### config.mk
export PLATFORM = sky130hd
export DESIGN_NAME = ai_scan_dev_flat
export DESIGN_NICKNAME = d
export VERILOG_FILES = /design/src/pkg/ai_scan_pkg.sv /design/src/pkg/ai_link_if.sv /design/src/hdl/ai_scan_dev.sv /design/src/flat_wrapper.sv
export VERILOG_INCLUDE_DIRS = /design/src /design/src/pkg
export SDC_FILE = /design/constraint.sdc
export NUM_CORES = 1
export LEC_CHECK = 0
export ABC_CLOCK_PERIOD_IN_PS = 4400
export BUFFER_PORTS_ARGS = -buffer_cell sky130_fd_sc_hd__buf_2
export CAP_MARGIN = 20
export CORE_ASPECT_RATIO = 1.75
export CORE_MARGIN = 10
export CORE_UTILIZATION = 35
export CTS_BUF_LIST = sky130_fd_sc_hd__clkbuf_4 sky130_fd_sc_hd__clkbuf_8
export DETAILED_ROUTE_END_ITERATION = 10
export PLACE_DENSITY_LB_ADDON = 0.25
export SLEW_MARGIN = 20
export SYNTH_ARGS = -nofsm -noshare
export SYNTH_HDL_FRONTEND = slang
export SYNTH_SLANG_ARGS = --single-unit
### constraint.sdc
create_clock -name MCLK -period 4.4 [get_ports MCLK]
set_clock_uncertainty 0.05 [all_clocks]
set_input_delay 0.88 -clock MCLK [delete_from_list [all_inputs] [get_ports MCLK]]
set_output_delay 0.88 -clock MCLK [all_outputs]
set_load 0.02 [all_outputs]
### src/pkg/ai_scan_defines.svh
// Constants shared by the analog scan device and its processor end
// How it works
// - Sequential read steps point, starts next cycle
// - Cycle selects, converts, then raises interrupt
// - Read without step bit ends sequential operation
// - Initialize-read points at count and scan table
// - Each store decrements count, steps pointer and, outside random mode, point address
// - Start steals count load, then mux load
// - Conversion end steals cycle, stores at pointer
// - Count zero checks scan bits; 11 chains
// - Chaining takes four stolen cycles in order
// - Pattern 00 stops and interrupts; command restarts
// - Random mode uses two channels, two commands
// - Random mode alternates fetch and store cycles
// - Software sizes mux table to count
// - Initialize-read bit 10 selects random mode
// - Overlap: only solid-state points stored in random mode
// - Accept area codes 01010 and 10000 only
// - Resolution bits select 8, 11, 14 bits
// - Modifier bits select sync, reset, step, random
// - Chain bit chains; clear interrupt bit interrupts
// - Result word carries sign and overload bits
// - Mux word: compare, limit, type, point fields
// - Sense bit 8 picks mux point address or unit status
// - Sense with bit 15 set and bit 8 clear clears unit status
// - End-of-table indicator sets and interrupts
`ifndef AI_SCAN_DEFINES_SVH
`define AI_SCAN_DEFINES_SVH
// Area codes
`define AREA_BASIC   5'h0a
`define AREA_EXPAND  5'h10
// Command functions
`define FN_WRITE     3'h1
`define FN_READ      3'h2
`define FN_SENSE     3'h3
`define FN_INIT_RD   3'h4
`define FN_INIT_WR   3'h5
`define FN_CONTROL   3'h6
// Modifier bit positions, index 0 is command bit 8
`define MB_BIT8      0
`define MB_LOW       1
`define MB_RAND      2
`define MB_HIGH      3
`define MB_RESET     7
// Table control word
`define TW_CHAIN     15
`define TW_NOINT     14
`define TW_CNT_W     14
// Multiplexer address word
`define MW_LIMIT     14
`define MW_CMP       13
`define MW_SS        12
`define MW_PT_W      11
// Result word
`define RW_SIGN      15
`define RW_OVER      14
// Unit status word
`define SW_EOT       15
`define SW_SS_DONE   14
`define SW_RLY_DONE  13
`define SW_CHK_ERR   12
`define SW_OVERLOAD  11
`define SW_BUSY      0
// Resolution masks on the 14-bit magnitude
`define MASK_LOW     14'h3fc0
`define MASK_MID     14'h3ff8
// Host register offsets
`define OFF_CMD      12'h000
`define OFF_STAT     12'h004
`define OFF_MADDR    12'h008
`define OFF_MDATA    12'h00c
// Host storage
`define MEM_AW       8
`define MEM_DEPTH    256
`endif

### src/pkg/ai_scan_pkg.sv
// Types for the analog scan device and its processor end
package ai_scan_pkg;
  typedef enum logic [10:0] {
    ST_IDLE     = 11'h001,
    ST_LOAD_WC  = 11'h002,
    ST_LOAD_MUX = 11'h004,
    ST_SELECT   = 11'h008,
    ST_CONV     = 11'h010,
    ST_DPC_HOLD = 11'h020,
    ST_STORE    = 11'h040,
    ST_CHAIN_CA = 11'h080,
    ST_CHAIN_CK = 11'h100,
    ST_WAIT_MUX = 11'h200,
    ST_FETCH    = 11'h400
  } scan_state_t;
  typedef logic [15:0] word_t;
endpackage

### src/pkg/ai_link_if.sv
// Link between processor end and analog scan device
`timescale 1ns/1ps
interface ai_link_if;
  // Command path
  logic        cmd_valid;
  logic        cmd_ready;
  logic [4:0]  cmd_area;
  logic [2:0]  cmd_func;
  logic [7:0]  cmd_mod;
  logic [15:0] cmd_word;
  // Answer to read and sense
  logic        resp_valid;
  logic [15:0] resp_data;
  // Cycle steal channels
  logic        cs_req;
  logic        cs_we;
  logic        cs_chan;
  logic [15:0] cs_addr;
  logic [15:0] cs_wdata;
  logic        cs_ack;
  logic [15:0] cs_rdata;
  // Interrupt level
  logic        irq;
  modport dev (input cmd_valid, cmd_area, cmd_func, cmd_mod, cmd_word,
               output cmd_ready, resp_valid, resp_data,
               output cs_req, cs_we, cs_chan, cs_addr, cs_wdata,
               input cs_ack, cs_rdata, output irq);
  modport pc (output cmd_valid, cmd_area, cmd_func, cmd_mod, cmd_word,
              input cmd_ready, resp_valid, resp_data,
              input cs_req, cs_we, cs_chan, cs_addr, cs_wdata,
              output cs_ack, cs_rdata, input irq);
endinterface

### src/hdl/ai_scan_dev.sv
// Analog input scan control: command decode, sequencing, cycle steals
`timescale 1ns/1ps
`include "ai_scan_defines.svh"
module ai_scan_dev (
  // Clock and reset
  input  wire logic              MCLK,
  input  wire logic              RESET_N,
  // Processor link
  ai_link_if.dev                 LINK,
  // Multiplexer and converter
  output logic [`MW_PT_W-1:0]    MUX_POINT,
  output logic                   MUX_SS,
  output logic                   CONV_START,
  output logic [1:0]             CONV_RES,
  input  wire logic              SYNC_IN,
  input  wire logic              CONV_DONE,
  input  wire logic              CONV_SIGN,
  input  wire logic [13:0]       CONV_MAG,
  input  wire logic              CONV_OVER
);
  import ai_scan_pkg::*;

  scan_state_t          st_r;
  scan_state_t          st_nxt;
  ai_scan_pkg::word_t   channel_pointer_reg;
  ai_scan_pkg::word_t   mux_chan_ptr_r;
  ai_scan_pkg::word_t   mux_point_address_reg;
  ai_scan_pkg::word_t   result_r;
  logic [`TW_CNT_W-1:0] transfer_count_reg;
  logic [1:0]           scan_action_reg;
  logic                 rand_r;
  logic                 ext_r;
  logic                 mux_go_r;
  logic [1:0]           res_r;
  logic                 eot_r;
  logic                 ss_done_r;
  logic                 rly_done_r;
  logic                 chk_err_r;
  logic                 over_r;
  logic                 resp_v_r;
  logic [15:0]          resp_d_r;
  logic                 start_r;
  logic                 area_ok;
  logic                 take;
  logic                 table_end;
  logic                 clr_stat;
  logic [13:0]          mag_masked;
  logic [15:0]          stat_word;

  // Both the basic and the expander area are served here
  assign area_ok = (LINK.cmd_area == `AREA_BASIC) ||
                   (LINK.cmd_area == `AREA_EXPAND);
  // Sense and control are never held off by a running scan
  assign LINK.cmd_ready = area_ok && ((st_r == ST_IDLE) ||
      (LINK.cmd_func == `FN_SENSE) || (LINK.cmd_func == `FN_CONTROL) ||
      (st_r == ST_WAIT_MUX && LINK.cmd_func == `FN_INIT_WR) ||
      (st_r == ST_DPC_HOLD && LINK.cmd_func == `FN_READ));
  assign take = LINK.cmd_valid && LINK.cmd_ready;
  assign table_end = (st_r == ST_STORE) && LINK.cs_ack &&
                     (transfer_count_reg == `TW_CNT_W'(1));
  assign clr_stat = take && LINK.cmd_func == `FN_SENSE &&
                    !LINK.cmd_mod[`MB_BIT8] &&
                    LINK.cmd_mod[`MB_RESET];

  // Cycle steal request is held until the grant arrives
  assign LINK.cs_req = (st_r == ST_STORE) || (st_r == ST_CHAIN_CA) ||
                       (st_r == ST_CHAIN_CK) || (st_r == ST_LOAD_WC) ||
                       (st_r == ST_LOAD_MUX) || (st_r == ST_FETCH);
  assign LINK.cs_we    = (st_r == ST_STORE);
  assign LINK.cs_chan  = (st_r == ST_FETCH);
  assign LINK.cs_addr  = (st_r == ST_FETCH) ? mux_chan_ptr_r
                                            : channel_pointer_reg;
  assign LINK.cs_wdata = result_r;

  // Point select and converter controls
  assign MUX_POINT  = mux_point_address_reg[`MW_PT_W-1:0];
  assign MUX_SS     = mux_point_address_reg[`MW_SS];
  assign CONV_START = start_r;
  assign CONV_RES   = res_r;
  assign LINK.resp_valid = resp_v_r;
  assign LINK.resp_data  = resp_d_r;
  assign LINK.irq = eot_r || ss_done_r || rly_done_r || chk_err_r ||
                    over_r;

  // Truncate magnitude to the selected resolution
  always_comb begin
    if (res_r[1])
      mag_masked = CONV_MAG;
    else if (res_r[0])
      mag_masked = CONV_MAG & `MASK_LOW;
    else
      mag_masked = CONV_MAG & `MASK_MID;
  end

  always_comb begin
    stat_word = 16'h0000;
    stat_word[`SW_EOT]      = eot_r;
    stat_word[`SW_SS_DONE]  = ss_done_r;
    stat_word[`SW_RLY_DONE] = rly_done_r;
    stat_word[`SW_CHK_ERR]  = chk_err_r;
    stat_word[`SW_OVERLOAD] = over_r;
    stat_word[`SW_BUSY]     = (st_r != ST_IDLE);
  end

  // Next state
  always_comb begin
    st_nxt = st_r;
    unique case (st_r)
      ST_IDLE: begin
        if (take && LINK.cmd_func == `FN_WRITE)
          st_nxt = ST_SELECT;
        else if (take && LINK.cmd_func == `FN_INIT_RD)
          st_nxt = ST_LOAD_WC;
      end
      ST_LOAD_WC: begin
        if (LINK.cs_ack)
          st_nxt = !rand_r ? ST_LOAD_MUX :
                   (mux_go_r ? ST_FETCH : ST_WAIT_MUX);
      end
      ST_LOAD_MUX: if (LINK.cs_ack) st_nxt = ST_SELECT;
      ST_WAIT_MUX: begin
        if (take && LINK.cmd_func == `FN_INIT_WR)
          st_nxt = ST_FETCH;
      end
      ST_FETCH: begin
        // Relay entries are read by program, never stored here
        if (LINK.cs_ack && LINK.cs_rdata[`MW_SS])
          st_nxt = ST_SELECT;
      end
      ST_SELECT: if (!ext_r || SYNC_IN) st_nxt = ST_CONV;
      ST_CONV: if (CONV_DONE) st_nxt = ST_STORE;
      ST_DPC_HOLD: begin
        if (take && LINK.cmd_func == `FN_READ)
          st_nxt = LINK.cmd_mod[`MB_BIT8] ? ST_SELECT
                                          : ST_IDLE;
      end
      ST_STORE: begin
        if (table_end)
          st_nxt = scan_action_reg[1] ? ST_CHAIN_CA : ST_IDLE;
        else if (LINK.cs_ack)
          st_nxt = rand_r ? ST_FETCH : ST_SELECT;
      end
      ST_CHAIN_CA: if (LINK.cs_ack) st_nxt = ST_CHAIN_CK;
      ST_CHAIN_CK: begin
        if (LINK.cs_ack)
          st_nxt = (LINK.cs_rdata == channel_pointer_reg) ?
                   ST_LOAD_WC : ST_IDLE;
      end
      default: st_nxt = ST_IDLE;
    endcase
    // Program mode waits for the read instead of stealing a cycle
    if (st_r == ST_CONV && CONV_DONE && !mux_go_r && scan_action_reg == 2'b00
        && transfer_count_reg == '0 && !rand_r)
      st_nxt = ST_DPC_HOLD;
    if (take && LINK.cmd_func == `FN_CONTROL)
      st_nxt = ST_IDLE;
  end

  // State register
  always_ff @(posedge MCLK) begin
    if (!RESET_N)
      st_r <= ST_IDLE;
    else
      st_r <= st_nxt;
  end

  // Mode bits taken from commands
  always_ff @(posedge MCLK) begin
    if (!RESET_N || (take && LINK.cmd_func == `FN_CONTROL)) begin
      rand_r   <= 1'b0;
      ext_r    <= 1'b0;
      mux_go_r <= 1'b0;
      res_r    <= 2'b00;
    end else if (take && (LINK.cmd_func == `FN_WRITE ||
                          LINK.cmd_func == `FN_INIT_RD)) begin
      ext_r    <= LINK.cmd_mod[`MB_BIT8];
      res_r    <= {LINK.cmd_mod[`MB_HIGH], LINK.cmd_mod[`MB_LOW]};
      rand_r   <= (LINK.cmd_func == `FN_INIT_RD) &&
                  LINK.cmd_mod[`MB_RAND];
      mux_go_r <= 1'b0;
    end else if (take && LINK.cmd_func == `FN_INIT_WR) begin
      mux_go_r <= 1'b1;
    end
  end

  // Pointers, count and point address
  always_ff @(posedge MCLK) begin
    if (!RESET_N || (take && LINK.cmd_func == `FN_CONTROL)) begin
      channel_pointer_reg   <= 16'h0000;
      mux_chan_ptr_r        <= 16'h0000;
      mux_point_address_reg <= 16'h0000;
      transfer_count_reg    <= '0;
      scan_action_reg       <= 2'b00;
    end else begin
      if (take && LINK.cmd_func == `FN_WRITE) begin
        mux_point_address_reg <= LINK.cmd_word;
        transfer_count_reg    <= '0;
        scan_action_reg       <= 2'b00;
      end
      if (take && LINK.cmd_func == `FN_INIT_RD)
        channel_pointer_reg <= LINK.cmd_word;
      if (take && LINK.cmd_func == `FN_INIT_WR)
        mux_chan_ptr_r <= LINK.cmd_word;
      if (take && LINK.cmd_func == `FN_READ && st_r == ST_DPC_HOLD &&
          LINK.cmd_mod[`MB_BIT8])
        mux_point_address_reg <= mux_point_address_reg + 16'h0001;
      if (LINK.cs_ack) begin
        unique case (st_r)
          ST_LOAD_WC: begin
            transfer_count_reg  <= LINK.cs_rdata[`TW_CNT_W-1:0];
            scan_action_reg     <= LINK.cs_rdata[`TW_CHAIN:`TW_NOINT];
            channel_pointer_reg <= channel_pointer_reg + 16'h0001;
          end
          ST_LOAD_MUX: begin
            mux_point_address_reg <= LINK.cs_rdata;
            channel_pointer_reg   <= channel_pointer_reg + 16'h0001;
            // Count covers the point word too, so a table stores count-1
            transfer_count_reg    <= transfer_count_reg -
                                     `TW_CNT_W'(1);
          end
          ST_FETCH: begin
            mux_point_address_reg <= LINK.cs_rdata;
            // A limit word rides behind its entry and is skipped
            mux_chan_ptr_r <= mux_chan_ptr_r +
                (LINK.cs_rdata[`MW_LIMIT] ? 16'h0002 : 16'h0001);
          end
          ST_STORE: begin
            channel_pointer_reg <= channel_pointer_reg + 16'h0001;
            transfer_count_reg  <= transfer_count_reg - `TW_CNT_W'(1);
            if (!rand_r)
              mux_point_address_reg <= mux_point_address_reg +
                                       16'h0001;
          end
          ST_CHAIN_CA: channel_pointer_reg <= LINK.cs_rdata;
          ST_CHAIN_CK: channel_pointer_reg <= channel_pointer_reg + 16'h0001;
          default: ;
        endcase
      end
    end
  end

  // Converter start pulse and result capture
  always_ff @(posedge MCLK) begin
    if (!RESET_N) begin
      start_r  <= 1'b0;
      result_r <= 16'h0000;
    end else begin
      start_r <= (st_r == ST_SELECT) && (!ext_r || SYNC_IN);
      if (st_r == ST_CONV && CONV_DONE)
        result_r <= {CONV_SIGN, CONV_OVER, mag_masked};
    end
  end

  // Status indicators; a new event beats a sense clear
  always_ff @(posedge MCLK) begin
    if (!RESET_N || (take && LINK.cmd_func == `FN_CONTROL)) begin
      eot_r      <= 1'b0;
      ss_done_r  <= 1'b0;
      rly_done_r <= 1'b0;
      chk_err_r  <= 1'b0;
      over_r     <= 1'b0;
    end else begin
      if (table_end && !scan_action_reg[0])
        eot_r <= 1'b1;
      else if (clr_stat)
        eot_r <= 1'b0;
      if (st_r == ST_CONV && st_nxt == ST_DPC_HOLD &&
          mux_point_address_reg[`MW_SS])
        ss_done_r <= 1'b1;
      else if (clr_stat || (take && LINK.cmd_func == `FN_READ))
        ss_done_r <= 1'b0;
      if (st_r == ST_CONV && st_nxt == ST_DPC_HOLD &&
          !mux_point_address_reg[`MW_SS])
        rly_done_r <= 1'b1;
      else if (clr_stat || (take && LINK.cmd_func == `FN_READ))
        rly_done_r <= 1'b0;
      if (st_r == ST_CHAIN_CK && LINK.cs_ack &&
          LINK.cs_rdata != channel_pointer_reg)
        chk_err_r <= 1'b1;
      else if (clr_stat)
        chk_err_r <= 1'b0;
      if (st_r == ST_CONV && CONV_DONE && CONV_OVER)
        over_r <= 1'b1;
      else if (clr_stat)
        over_r <= 1'b0;
    end
  end

  // Answers to read and sense, one cycle after acceptance
  always_ff @(posedge MCLK) begin
    if (!RESET_N) begin
      resp_v_r <= 1'b0;
      resp_d_r <= 16'h0000;
    end else begin
      resp_v_r <= take && (LINK.cmd_func == `FN_READ ||
                           LINK.cmd_func == `FN_SENSE);
      if (take && LINK.cmd_func == `FN_READ)
        resp_d_r <= result_r;
      else if (take && LINK.cmd_func == `FN_SENSE)
        resp_d_r <= LINK.cmd_mod[`MB_BIT8] ? mux_point_address_reg
                                           : stat_word;
    end
  end
endmodule

### src/flat_wrapper.sv
// flat-port wrapper written by rule: the top's interface ports become plain ports
module ai_scan_dev_flat import ai_scan_pkg::*;
  (MCLK, RESET_N, MUX_POINT, MUX_SS, CONV_START, CONV_RES, SYNC_IN, CONV_DONE, CONV_SIGN, CONV_MAG, CONV_OVER, LINK_cmd_valid, LINK_cmd_area, LINK_cmd_func, LINK_cmd_mod, LINK_cmd_word, LINK_cmd_ready, LINK_resp_valid, LINK_resp_data, LINK_cs_req, LINK_cs_we, LINK_cs_chan, LINK_cs_addr, LINK_cs_wdata, LINK_cs_ack, LINK_cs_rdata, LINK_irq);
  ai_link_if LINK_i ();
  input  wire logic MCLK;
  input  wire logic RESET_N;
  output logic [`MW_PT_W-1:0] MUX_POINT;
  output logic MUX_SS;
  output logic CONV_START;
  output logic [1:0] CONV_RES;
  input  wire logic SYNC_IN;
  input  wire logic CONV_DONE;
  input  wire logic CONV_SIGN;
  input  wire logic [13:0] CONV_MAG;
  input  wire logic CONV_OVER;
  input wire logic [$bits(LINK_i.cmd_valid)-1:0] LINK_cmd_valid;
  input wire logic [$bits(LINK_i.cmd_area)-1:0] LINK_cmd_area;
  input wire logic [$bits(LINK_i.cmd_func)-1:0] LINK_cmd_func;
  input wire logic [$bits(LINK_i.cmd_mod)-1:0] LINK_cmd_mod;
  input wire logic [$bits(LINK_i.cmd_word)-1:0] LINK_cmd_word;
  output wire logic [$bits(LINK_i.cmd_ready)-1:0] LINK_cmd_ready;
  output wire logic [$bits(LINK_i.resp_valid)-1:0] LINK_resp_valid;
  output wire logic [$bits(LINK_i.resp_data)-1:0] LINK_resp_data;
  output wire logic [$bits(LINK_i.cs_req)-1:0] LINK_cs_req;
  output wire logic [$bits(LINK_i.cs_we)-1:0] LINK_cs_we;
  output wire logic [$bits(LINK_i.cs_chan)-1:0] LINK_cs_chan;
  output wire logic [$bits(LINK_i.cs_addr)-1:0] LINK_cs_addr;
  output wire logic [$bits(LINK_i.cs_wdata)-1:0] LINK_cs_wdata;
  input wire logic [$bits(LINK_i.cs_ack)-1:0] LINK_cs_ack;
  input wire logic [$bits(LINK_i.cs_rdata)-1:0] LINK_cs_rdata;
  output wire logic [$bits(LINK_i.irq)-1:0] LINK_irq;
  assign LINK_i.cmd_valid = LINK_cmd_valid;
  assign LINK_i.cmd_area = LINK_cmd_area;
  assign LINK_i.cmd_func = LINK_cmd_func;
  assign LINK_i.cmd_mod = LINK_cmd_mod;
  assign LINK_i.cmd_word = LINK_cmd_word;
  assign LINK_cmd_ready = LINK_i.cmd_ready;
  assign LINK_resp_valid = LINK_i.resp_valid;
  assign LINK_resp_data = LINK_i.resp_data;
  assign LINK_cs_req = LINK_i.cs_req;
  assign LINK_cs_we = LINK_i.cs_we;
  assign LINK_cs_chan = LINK_i.cs_chan;
  assign LINK_cs_addr = LINK_i.cs_addr;
  assign LINK_cs_wdata = LINK_i.cs_wdata;
  assign LINK_i.cs_ack = LINK_cs_ack;
  assign LINK_i.cs_rdata = LINK_cs_rdata;
  assign LINK_irq = LINK_i.irq;
  ai_scan_dev u_core (.MCLK(MCLK), .RESET_N(RESET_N), .LINK(LINK_i), .MUX_POINT(MUX_POINT), .MUX_SS(MUX_SS), .CONV_START(CONV_START), .CONV_RES(CONV_RES), .SYNC_IN(SYNC_IN), .CONV_DONE(CONV_DONE), .CONV_SIGN(CONV_SIGN), .CONV_MAG(CONV_MAG), .CONV_OVER(CONV_OVER));
endmodule
# Word-level counts from Yosys, hierarchy flattened
# Cells that the tools add are included.
# W data, S select, Z words.
# totals
register_bits	119
elab_cells	171
input_bits	70
out_inout_bits	69
# op_classes
n_addsub	4
mux	53
eq_ne	24
reduce_logical	71
# ops
cell	n
$mux W16	13
$mux W11	18
$pmux W11 S11	1
$pmux W16 S2	2
$logic_and A1 B1 Y1	33
$add A16 B1 Y16 const B	2
$mux W14	2
$pmux W14 S2	1
$eq A11 B6 Y1 const B	2
$logic_or A1 B1 Y1	19
$add A16 B16 Y16	1
$eq A16 B16 Y1	1
$ne A16 B16 Y1	1
$eq A14 B1 Y1 const B	1
$logic_not A14 Y1	1
$sub A14 B1 Y14 const B	1
$mux W6	2
$reduce_bool A2 Y1	6
$eq A11 B1 Y1 const B	1
$eq A11 B10 Y1 const B	1
$eq A11 B11 Y1 const B	1
$eq A11 B2 Y1 const B	1
$eq A11 B3 Y1 const B	1
$eq A11 B4 Y1 const B	1
18 further kinds	39

# Depth between registers and ports, before layout
# Gate-level depths: netlist of the first run.
# depth
ltp_word	17
depth_mapped	11
mapped_depth_nobuf	10

# Worst setup path after synthesis of the first run
# OpenSTA, ideal clock, no wires.
# synth_timing
path_type	input to register
startpoint	in LINK_cmd_area[1]
endpoint	reg u_core.resp_d_r[10] (netlist: u_core.LINK.resp_data[10])
setup_slack_ps	1200
cell_stages	8
required_ps	4290
n_path_buf	2
t_arrival_ps	3090
path_cell_list	or3b_2 a211o_1 buf_2 or2_2 a21oi_1 and2_1 buf_1 a221o_1
# synth_via
elab_chain_cells	6
elab_cells_between_ends	9
cone_classes	eq/ne (2); mux (1); reduce/logical (6)
# synth_rtl
item	line	rtl
start: declaration	flat_wrapper.sv:17	input wire logic [$bits(LINK_i.cmd_area)-1:0] LINK_cmd_area;
$eq A5 B4 Y1 (no line) / $eq A5 B5 Y1 (equally long branches)	n/a	
$logic_or A1 B1 Y1 *	ai_scan_dev.sv:51	assign area_ok = (LINK.cmd_area == `AREA_BASIC) ||
$logic_and A1 B1 Y1 *	ai_scan_dev.sv:54	assign LINK.cmd_ready = area_ok && ((st_r == ST_IDLE) ||
$logic_and A1 B1 Y1 *	ai_scan_dev.sv:58	assign take = LINK.cmd_valid && LINK.cmd_ready;
$logic_and A1 B1 Y1 (no line)	n/a	
$mux W16 / $reduce_bool A2 Y1 (equally long branches)	n/a	
end signal: assignment	ai_scan_dev.sv:298	resp_d_r <= result_r;
end signal: assignment	ai_scan_dev.sv:300	resp_d_r <= LINK.cmd_mod[`MB_BIT8] ? mux_point_address_reg
end: declaration	ai_scan_dev.sv:41	logic [15:0] resp_d_r;
# Every way passes the cells marked *; elsewhere a longest branch is shown, timed or not.
# A chain may end at the register's enable or synchronous reset.

# Final worst setup path of the first run
# layout_timing
startpoint	reg u_core.st_r[6]
endpoint	out LINK_cs_req
# layout_via
elab_chain_cells	6
elab_cells_between_ends	11
cone_classes	eq/ne (6); reduce/logical (5)
# layout_rtl
item	line	rtl
start: declaration	ai_scan_dev.sv:23	scan_state_t st_r;
start signal: assignment	ai_scan_dev.sv:164	st_r <= st_nxt;
$eq A11 B7 Y1 / $eq A11 B8 Y1 (equally long branches)	ai_scan_dev.sv:66	assign LINK.cs_req = (st_r == ST_STORE) || (st_r == ST_CHAIN_CA) ||
$logic_or A1 B1 Y1 (2 in a row)	ai_scan_dev.sv:66	
$logic_or A1 B1 Y1 (2 in a row)	ai_scan_dev.sv:67	(st_r == ST_CHAIN_CK) || (st_r == ST_LOAD_WC) ||
$logic_or A1 B1 Y1 *	ai_scan_dev.sv:68	(st_r == ST_LOAD_MUX) || (st_r == ST_FETCH);
end: declaration	flat_wrapper.sv:24	output wire logic [$bits(LINK_i.cs_req)-1:0] LINK_cs_req;
# Marked as above.

==> results.ini, run 1 <==
[synthesis]
synth_warnings=0
synth_nets=1088
synthesis.area_um2=7660
synth_edf_count=0
postSynthCellCount=1011
synth_area_per_cell_um2=7.58
ys_ff_latch=119
seq_area_frac_synth=0.311
ys.flop_type=dfxtp_1
async_flop_share=0
yosysUniqueCellTypes=77

[sta]
grt_setup_unrepaired=false
timing.final.hold_violations=0
fin_crit_sh=0.890
period_minus_slack_ns=3.92
max_freq_mhz=255
relSlewSlack=0.385
tns_ns=0
slew_viol_final=0
setup_viol=0
tightest_slew_ns=0.914

[power]
powerDensity_nw_per_um2=254
leakage_nw=3.42
ir_worst_vdd_v=0.000149

[flow_run]
cap_violations=0

[clock_tree]
cts-root-buf=clkbuf_8
cts_sinks=119
cts_made_buffers=17
hold_buffers=0
cts_tree=yes
cts_setup_buffers=0
htree_levels=4
cts.clk_slew.worst_paths_ns=0.07
clock_latency_ns=0.48
clockBufferDepth=2
cts_resized=0

[detailed_routing]
drc=0
drt-pass1-iter-count=5
avgRoutedWirePerCell_um=21.2
drt-vias-per-instance=5.83
num_vias=8258
drt_wl_total_mm=30.0
ant_nets=0
drt-initial-drc-count=638

[worst_setup_path]
critPathBufInv=1
worst_path_most_repeated_cell=nor4_1
crit_fanout=10
path_cells=or4_1 -> nor4_1 -> nor4_1 -> nand2_1 -> buf_2
cp_slowest_stage_delay_ns=0.77
r2r_start=u_core.st_r[10]
crit_family=simple AND/OR/NAND/NOR gates
critical_path_class=reg -> out
worst-endpoint-arrival_ns=2.99
critPathLaunchType=flop
crit_slowest_cell=or4_1
end_kind=primary output
crit_required_ns=3.47
startpoint=u_core.st_r[6]

[min_path]
hp-class=reg -> reg
worstHoldStart=u_core.LINK.resp_data[11]

[floorplan]
die_x_um=132
die_y_um=216
io_pins=139
core.rowCount=71
core_area_um2=21500
fp.dieArea_um2=28400
start_util=0.356

[grt]
grt_usage=0.203
grt_max_degree=29
grt_pass1_wl_mm=46.2
grt_pass1_vias=8056
gr-total-overflow=0
antenna_found_initial=1

[final_layout]
nNetsFinal=1187
seq_area_um2=2380
syn_to_final_growth_pct=16.8
final_layout_size_suffix_gt1_frac=0.200
multi_input_area_um2=4840
design_area_um2=8950
fillerInstances=2296

[place]
gp_congestion=0.905
place_hpwl_mm=23.2
place_area_um2=8550
port_buffers=135

[status]
status=finished, final reports clean

[worst min-delay path: cells and delay by family (launching register included)]
kind / cells / cell delay, ns
and+or+nand+nor: 1 / 0.05
AOI/OAI and AO/OA: 1 / 0.05
DFF: 1 / 0.31
[cell families (layout without fill, tap and decap cells)]
| family | count (synthesis) | after routing | share of synthesized area |
|---|---|---|---|
| compound gates | 286 | 286 | 0.252 |
| flops | 119 | 119 | 0.311 |
| other cells | 0 | 1 | 0 |
| xor+xnor | 43 | 43 | 0.0492 |
| simple gates | 422 | 422 | 0.273 |
| mux | 31 | 31 | 0.0410 |
| fa+ha+maj | 7 | 7 | 0.0124 |
| buf+inv | 103 | 215 | 0.0608 |
[power by group]
group          internal [mW]  switching [mW]
combinational         0.0470           0.106
sequential              1.08         0.00298
clock                  0.545           0.495
total                   1.67           0.604
[cell usage after synthesis (17+ instances only)]
| master | number | share of area |
|---|---|---|
| nor2_1 | 78 | 0.038 |
| mux2i_1 | 28 | 0.037 |
| nor3_1 | 32 | 0.021 |
| a22oi_1 | 19 | 0.019 |
| nand2_1 | 142 | 0.070 |
| a21oi_1 | 94 | 0.061 |
| inv_1 | 20 | 0.0098 |
| nand3_1 | 39 | 0.025 |
| nor4_1 | 17 | 0.014 |
| nand4_1 | 18 | 0.015 |
| o21ai_0 | 43 | 0.028 |
| clkbuf_1 | 55 | 0.027 |
| xnor2_1 | 28 | 0.032 |
| and3_1 | 24 | 0.020 |
| dfxtp_1 | 119 | 0.31 |
[cell usage in the layout, fill, tap and decap left out, drive strengths merged, types with 4 or more instances in the layout]
master / instances
nor2: 78
buf: 163
or4: 7
or3: 10
clkinv: 5
nor3: 32
ha: 6
and3: 24
nand4: 18
nor4b: 4
a211o: 5
nor4: 20
clkbuf: 21
o21ai: 45
o22ai: 20
a221o: 12
inv: 21
a22oi: 19
dfxtp: 119
xor2: 15
a32oi: 10
o31ai: 5
nand2: 142
a21oi: 95
o32ai: 5
mux2i: 28
nand2b: 16
a31oi: 15
a211oi: 12
or2: 6
o2111ai: 4
nand3: 39
xnor2: 28
o211ai: 8
and2: 8
[layer usage]
metal / wire (µm) / vias to the layer above / GRT usage
li1: - / 3914 / -
met1: 11000 / 3887 / 0.213
met2: 15500 / 368 / 0.369
met3: 1930 / 89 / 0.0379
met4: 1630 / 0 / 0.120
met5: 0 / - / 0
[layout make-up]
class	count	share of cell area
tap	292	0.0408
inverter	20	0.00839
timing repair buffer	163	0.0990
sequential	119	0.266
antenna	1	0.000280
clock buffer	21	0.0309
clock inverter	11	0.0138
multi-input combinational	789	0.541
[path summary, 6_finish.rpt]
kind,to,slack [ns],cells after the start
worst max-delay path,LINK_cs_req,0.48,5
worst min-delay path,u_core.LINK.resp_data[11],0.41,2
worst max register to register,u_core.LINK.resp_data[1],0.98,8
worst min register to register,u_core.LINK.resp_data[11],0.41,2
[metrics by stage]
stage | setup WS (ns) | hold slack [ns] | power, mW | utilization | instances
2_1_floorplan | 1.20 | 0.377 | 1.17 | - | 1011
5_1_grt | 0.339 | 0.433 | 2.34 | 0.416 | 1416
4_1_cts | 0.479 | 0.407 | 2.29 | 0.416 | 1415
6_report | 0.482 | 0.405 | 2.27 | 0.416 | 1416
3_5_place_dp | 0.726 | 0.396 | 1.26 | 0.398 | 1383
3_3_place_gp | 0.741 | 0.388 | 1.26 | 0.398 | 1383
Power figures use the tool's default switching activity.
==> run 2: changes to the inputs <==
--- a/config.mk
+++ b/config.mk
@@ -6,7 +6,7 @@
 export SDC_FILE = /design/constraint.sdc
 export NUM_CORES = 1
 export LEC_CHECK = 0
-export ABC_CLOCK_PERIOD_IN_PS = 4400
+export ABC_CLOCK_PERIOD_IN_PS = 4000
 export BUFFER_PORTS_ARGS = -buffer_cell sky130_fd_sc_hd__buf_2
 export CAP_MARGIN = 20
 export CORE_ASPECT_RATIO = 1.75
==> constraint.sdc (replaced) <==
create_clock -name MCLK -period 4 [get_ports MCLK]
set_clock_uncertainty 0.05 [all_clocks]
set_input_delay 0.8 -clock MCLK [delete_from_list [all_inputs] [get_ports MCLK]]
set_output_delay 0.8 -clock MCLK [all_outputs]
set_load 0.02 [all_outputs]
==> results.ini, run 2 (synthesis results as in run 1) <==
[status]
status=finished, final reports clean  ; unchanged

[sta]
timing.final.hold_violations=0  ; unchanged
max_freq_mhz=261
fin_crit_sh=0.957
slew_viol_final=0  ; unchanged
grt_setup_unrepaired=false  ; unchanged
tightest_slew_ns=0.858  ; was 0.914 ns
tns_ns=0  ; unchanged
whs_ns=0.403  ; was 0.405 ns
timing.final.ws_setup_ns=0.172  ; was 0.482 ns
period_minus_slack_ns=3.83
relSlewSlack=0.423  ; was 0.385
setup_viol=0  ; unchanged

[power]
ir_worst_vdd_v=0.000174  ; was 0.000149 V
leakage_nw=3.43  ; was 3.42 nW
powerDensity_nw_per_um2=276  ; was 254 nW/µm²

[clock_tree]
clock_latency_ns=0.48  ; about the same
htree_levels=4  ; unchanged
cts_resized=0  ; unchanged
cts_setup_buffers=0  ; unchanged
cts.clk_slew.worst_paths_ns=0.08  ; was 0.07 ns
cts_made_buffers=17  ; unchanged
cts_tree=yes  ; unchanged
cts_sinks=119  ; unchanged
hold_buffers=0  ; unchanged
cts-root-buf=clkbuf_8  ; unchanged
clockBufferDepth=2  ; unchanged

[final_layout]
finalNonFillerCells=1419  ; was 1416
final_layout_size_suffix_gt1_frac=0.202  ; was 0.200
nNetsFinal=1190  ; was 1187
syn_to_final_growth_pct=17.0  ; was 16.8%
layout_commonest_cell=nand2_1  ; unchanged
post-route-util=0.417  ; was 0.416
layout_common_cells=nand2_1, buf_2, dfxtp_1  ; unchanged

[detailed_routing]
drt-vias-per-instance=5.82  ; was 5.83
ant_nets=0  ; unchanged
drt-initial-drc-count=686  ; was 638
drt-pass1-iter-count=5  ; unchanged
drt_wl_total_mm=30.0  ; about the same
drc=0  ; unchanged
avgRoutedWirePerCell_um=21.1  ; was 21.2 µm
num_vias=8259  ; was 8258

[worst_setup_path]
crit_fanout=10  ; unchanged
critical_path_class=reg -> out  ; unchanged
crit_slowest_cell=or4_1  ; unchanged
path_cells=or4_1 -> nor4_1 -> nor4_1 -> nand2_1 -> buf_2  ; unchanged
startpoint=u_core.st_r[6]  ; unchanged
r2r_start=u_core.st_r[6]  ; was u_core.st_r[10]
cp_slowest_stage_delay_ns=0.77  ; about the same
end_kind=primary output  ; unchanged
worst_path_most_repeated_cell=nor4_1  ; unchanged
critPathLaunchType=flop  ; unchanged
ff2ff_path_depth=7  ; was 8
crit_required_ns=3.15  ; was 3.47 ns
worst-endpoint-arrival_ns=2.98  ; was 2.99 ns

[grt]
gr-total-overflow=0  ; unchanged
antenna_found_initial=1  ; unchanged
grt_max_degree=28  ; was 29
grt_usage=0.203  ; about the same
grt_pass1_wl_mm=46.0  ; was 46.2 mm
grt_pass1_vias=8056  ; unchanged

[floorplan]
io_pins=139  ; unchanged
die_y_um=216  ; unchanged
fp.dieArea_um2=28400  ; unchanged
core_area_um2=21500  ; unchanged
core.rowCount=71  ; unchanged
start_util=0.356  ; unchanged
die_x_um=132  ; unchanged

[flow_run]
cap_violations=0  ; unchanged

[place]
port_buffers=135  ; unchanged
dp_cells=1386  ; was 1383
dp_slack_ns=0.593  ; was 0.726 ns
gp_congestion=0.903  ; was 0.905
place_hpwl_mm=23.1  ; was 23.2 mm

[min_path]
holdPathStages=2  ; unchanged
hp-class=reg -> reg  ; unchanged
worstHoldStart=u_core.LINK.resp_data[13]  ; was u_core.LINK.resp_data[11]

run 2: cell types whose count changed in the layout (fill, tap and decap cells not counted):
| cell | before | now |
|---|---|---|
| clkinvlp_4 | 3 | 4 |
| clkinv_2 | 3 | 4 |
| buf_4 | 28 | 31 |
| clkinv_4 | 2 | 1 |
| clkbuf_8 | 19 | 18 |
run 2: routing by layer:
| metal | global-route usage | wire length (µm) | vias to the layer above |
|---|---|---|---|
| li1 | - | - | 3911 |
| met1 | 0.211 | 11500 | 3962 |
| met2 | 0.365 | 15400 | 307 |
| met3 | 0.0372 | 1470 | 79 |
| met4 | 0.130 | 1580 | 0 |
| met5 | 0 | 0 | - |
run 2: area by class of cell:
type / count / area (µm²)
fillers: 2327 / 12500
multi-input cells: 789 / 4840
flip-flops and latches: 119 / 2380
repair buffers: 166 / 908
well taps: 292 / 365
clock buffers: 20 / 263
clock inverters: 12 / 128
inverters: 20 / 75.1
diodes: 1 / 2.50
run 2: path summary, 6_finish.rpt:
path | slack (ns) | end
worst min-delay path | 0.40 | u_core.LINK.resp_data[13]
worst max-delay path | 0.17 | LINK_cs_req
worst max register to register | 0.65 | u_core.LINK.resp_data[5]
worst min register to register | 0.40 | u_core.LINK.resp_data[13]
run 2: critical path, delay by kind of cell, from the launching register on:
family	cells	cell delay, ns
simple gates	4	1.91
buf+inv	1	0.20
flops	1	0.38
run 2: metrics by stage:
stage	area, µm²	power (mW)
6_report	8960	2.48
4_1_cts	8960	2.49
2_1_floorplan	7660	1.29
3_5_place_dp	8570	1.38
5_1_grt	8960	2.55
3_3_place_gp	8570	1.38
run 2: report_power, final:
part	internal, mW	switching [mW]	total (mW)
sequential	1.19	0.00319	1.19
combinational	0.0527	0.118	0.171
clock	0.580	0.538	1.12
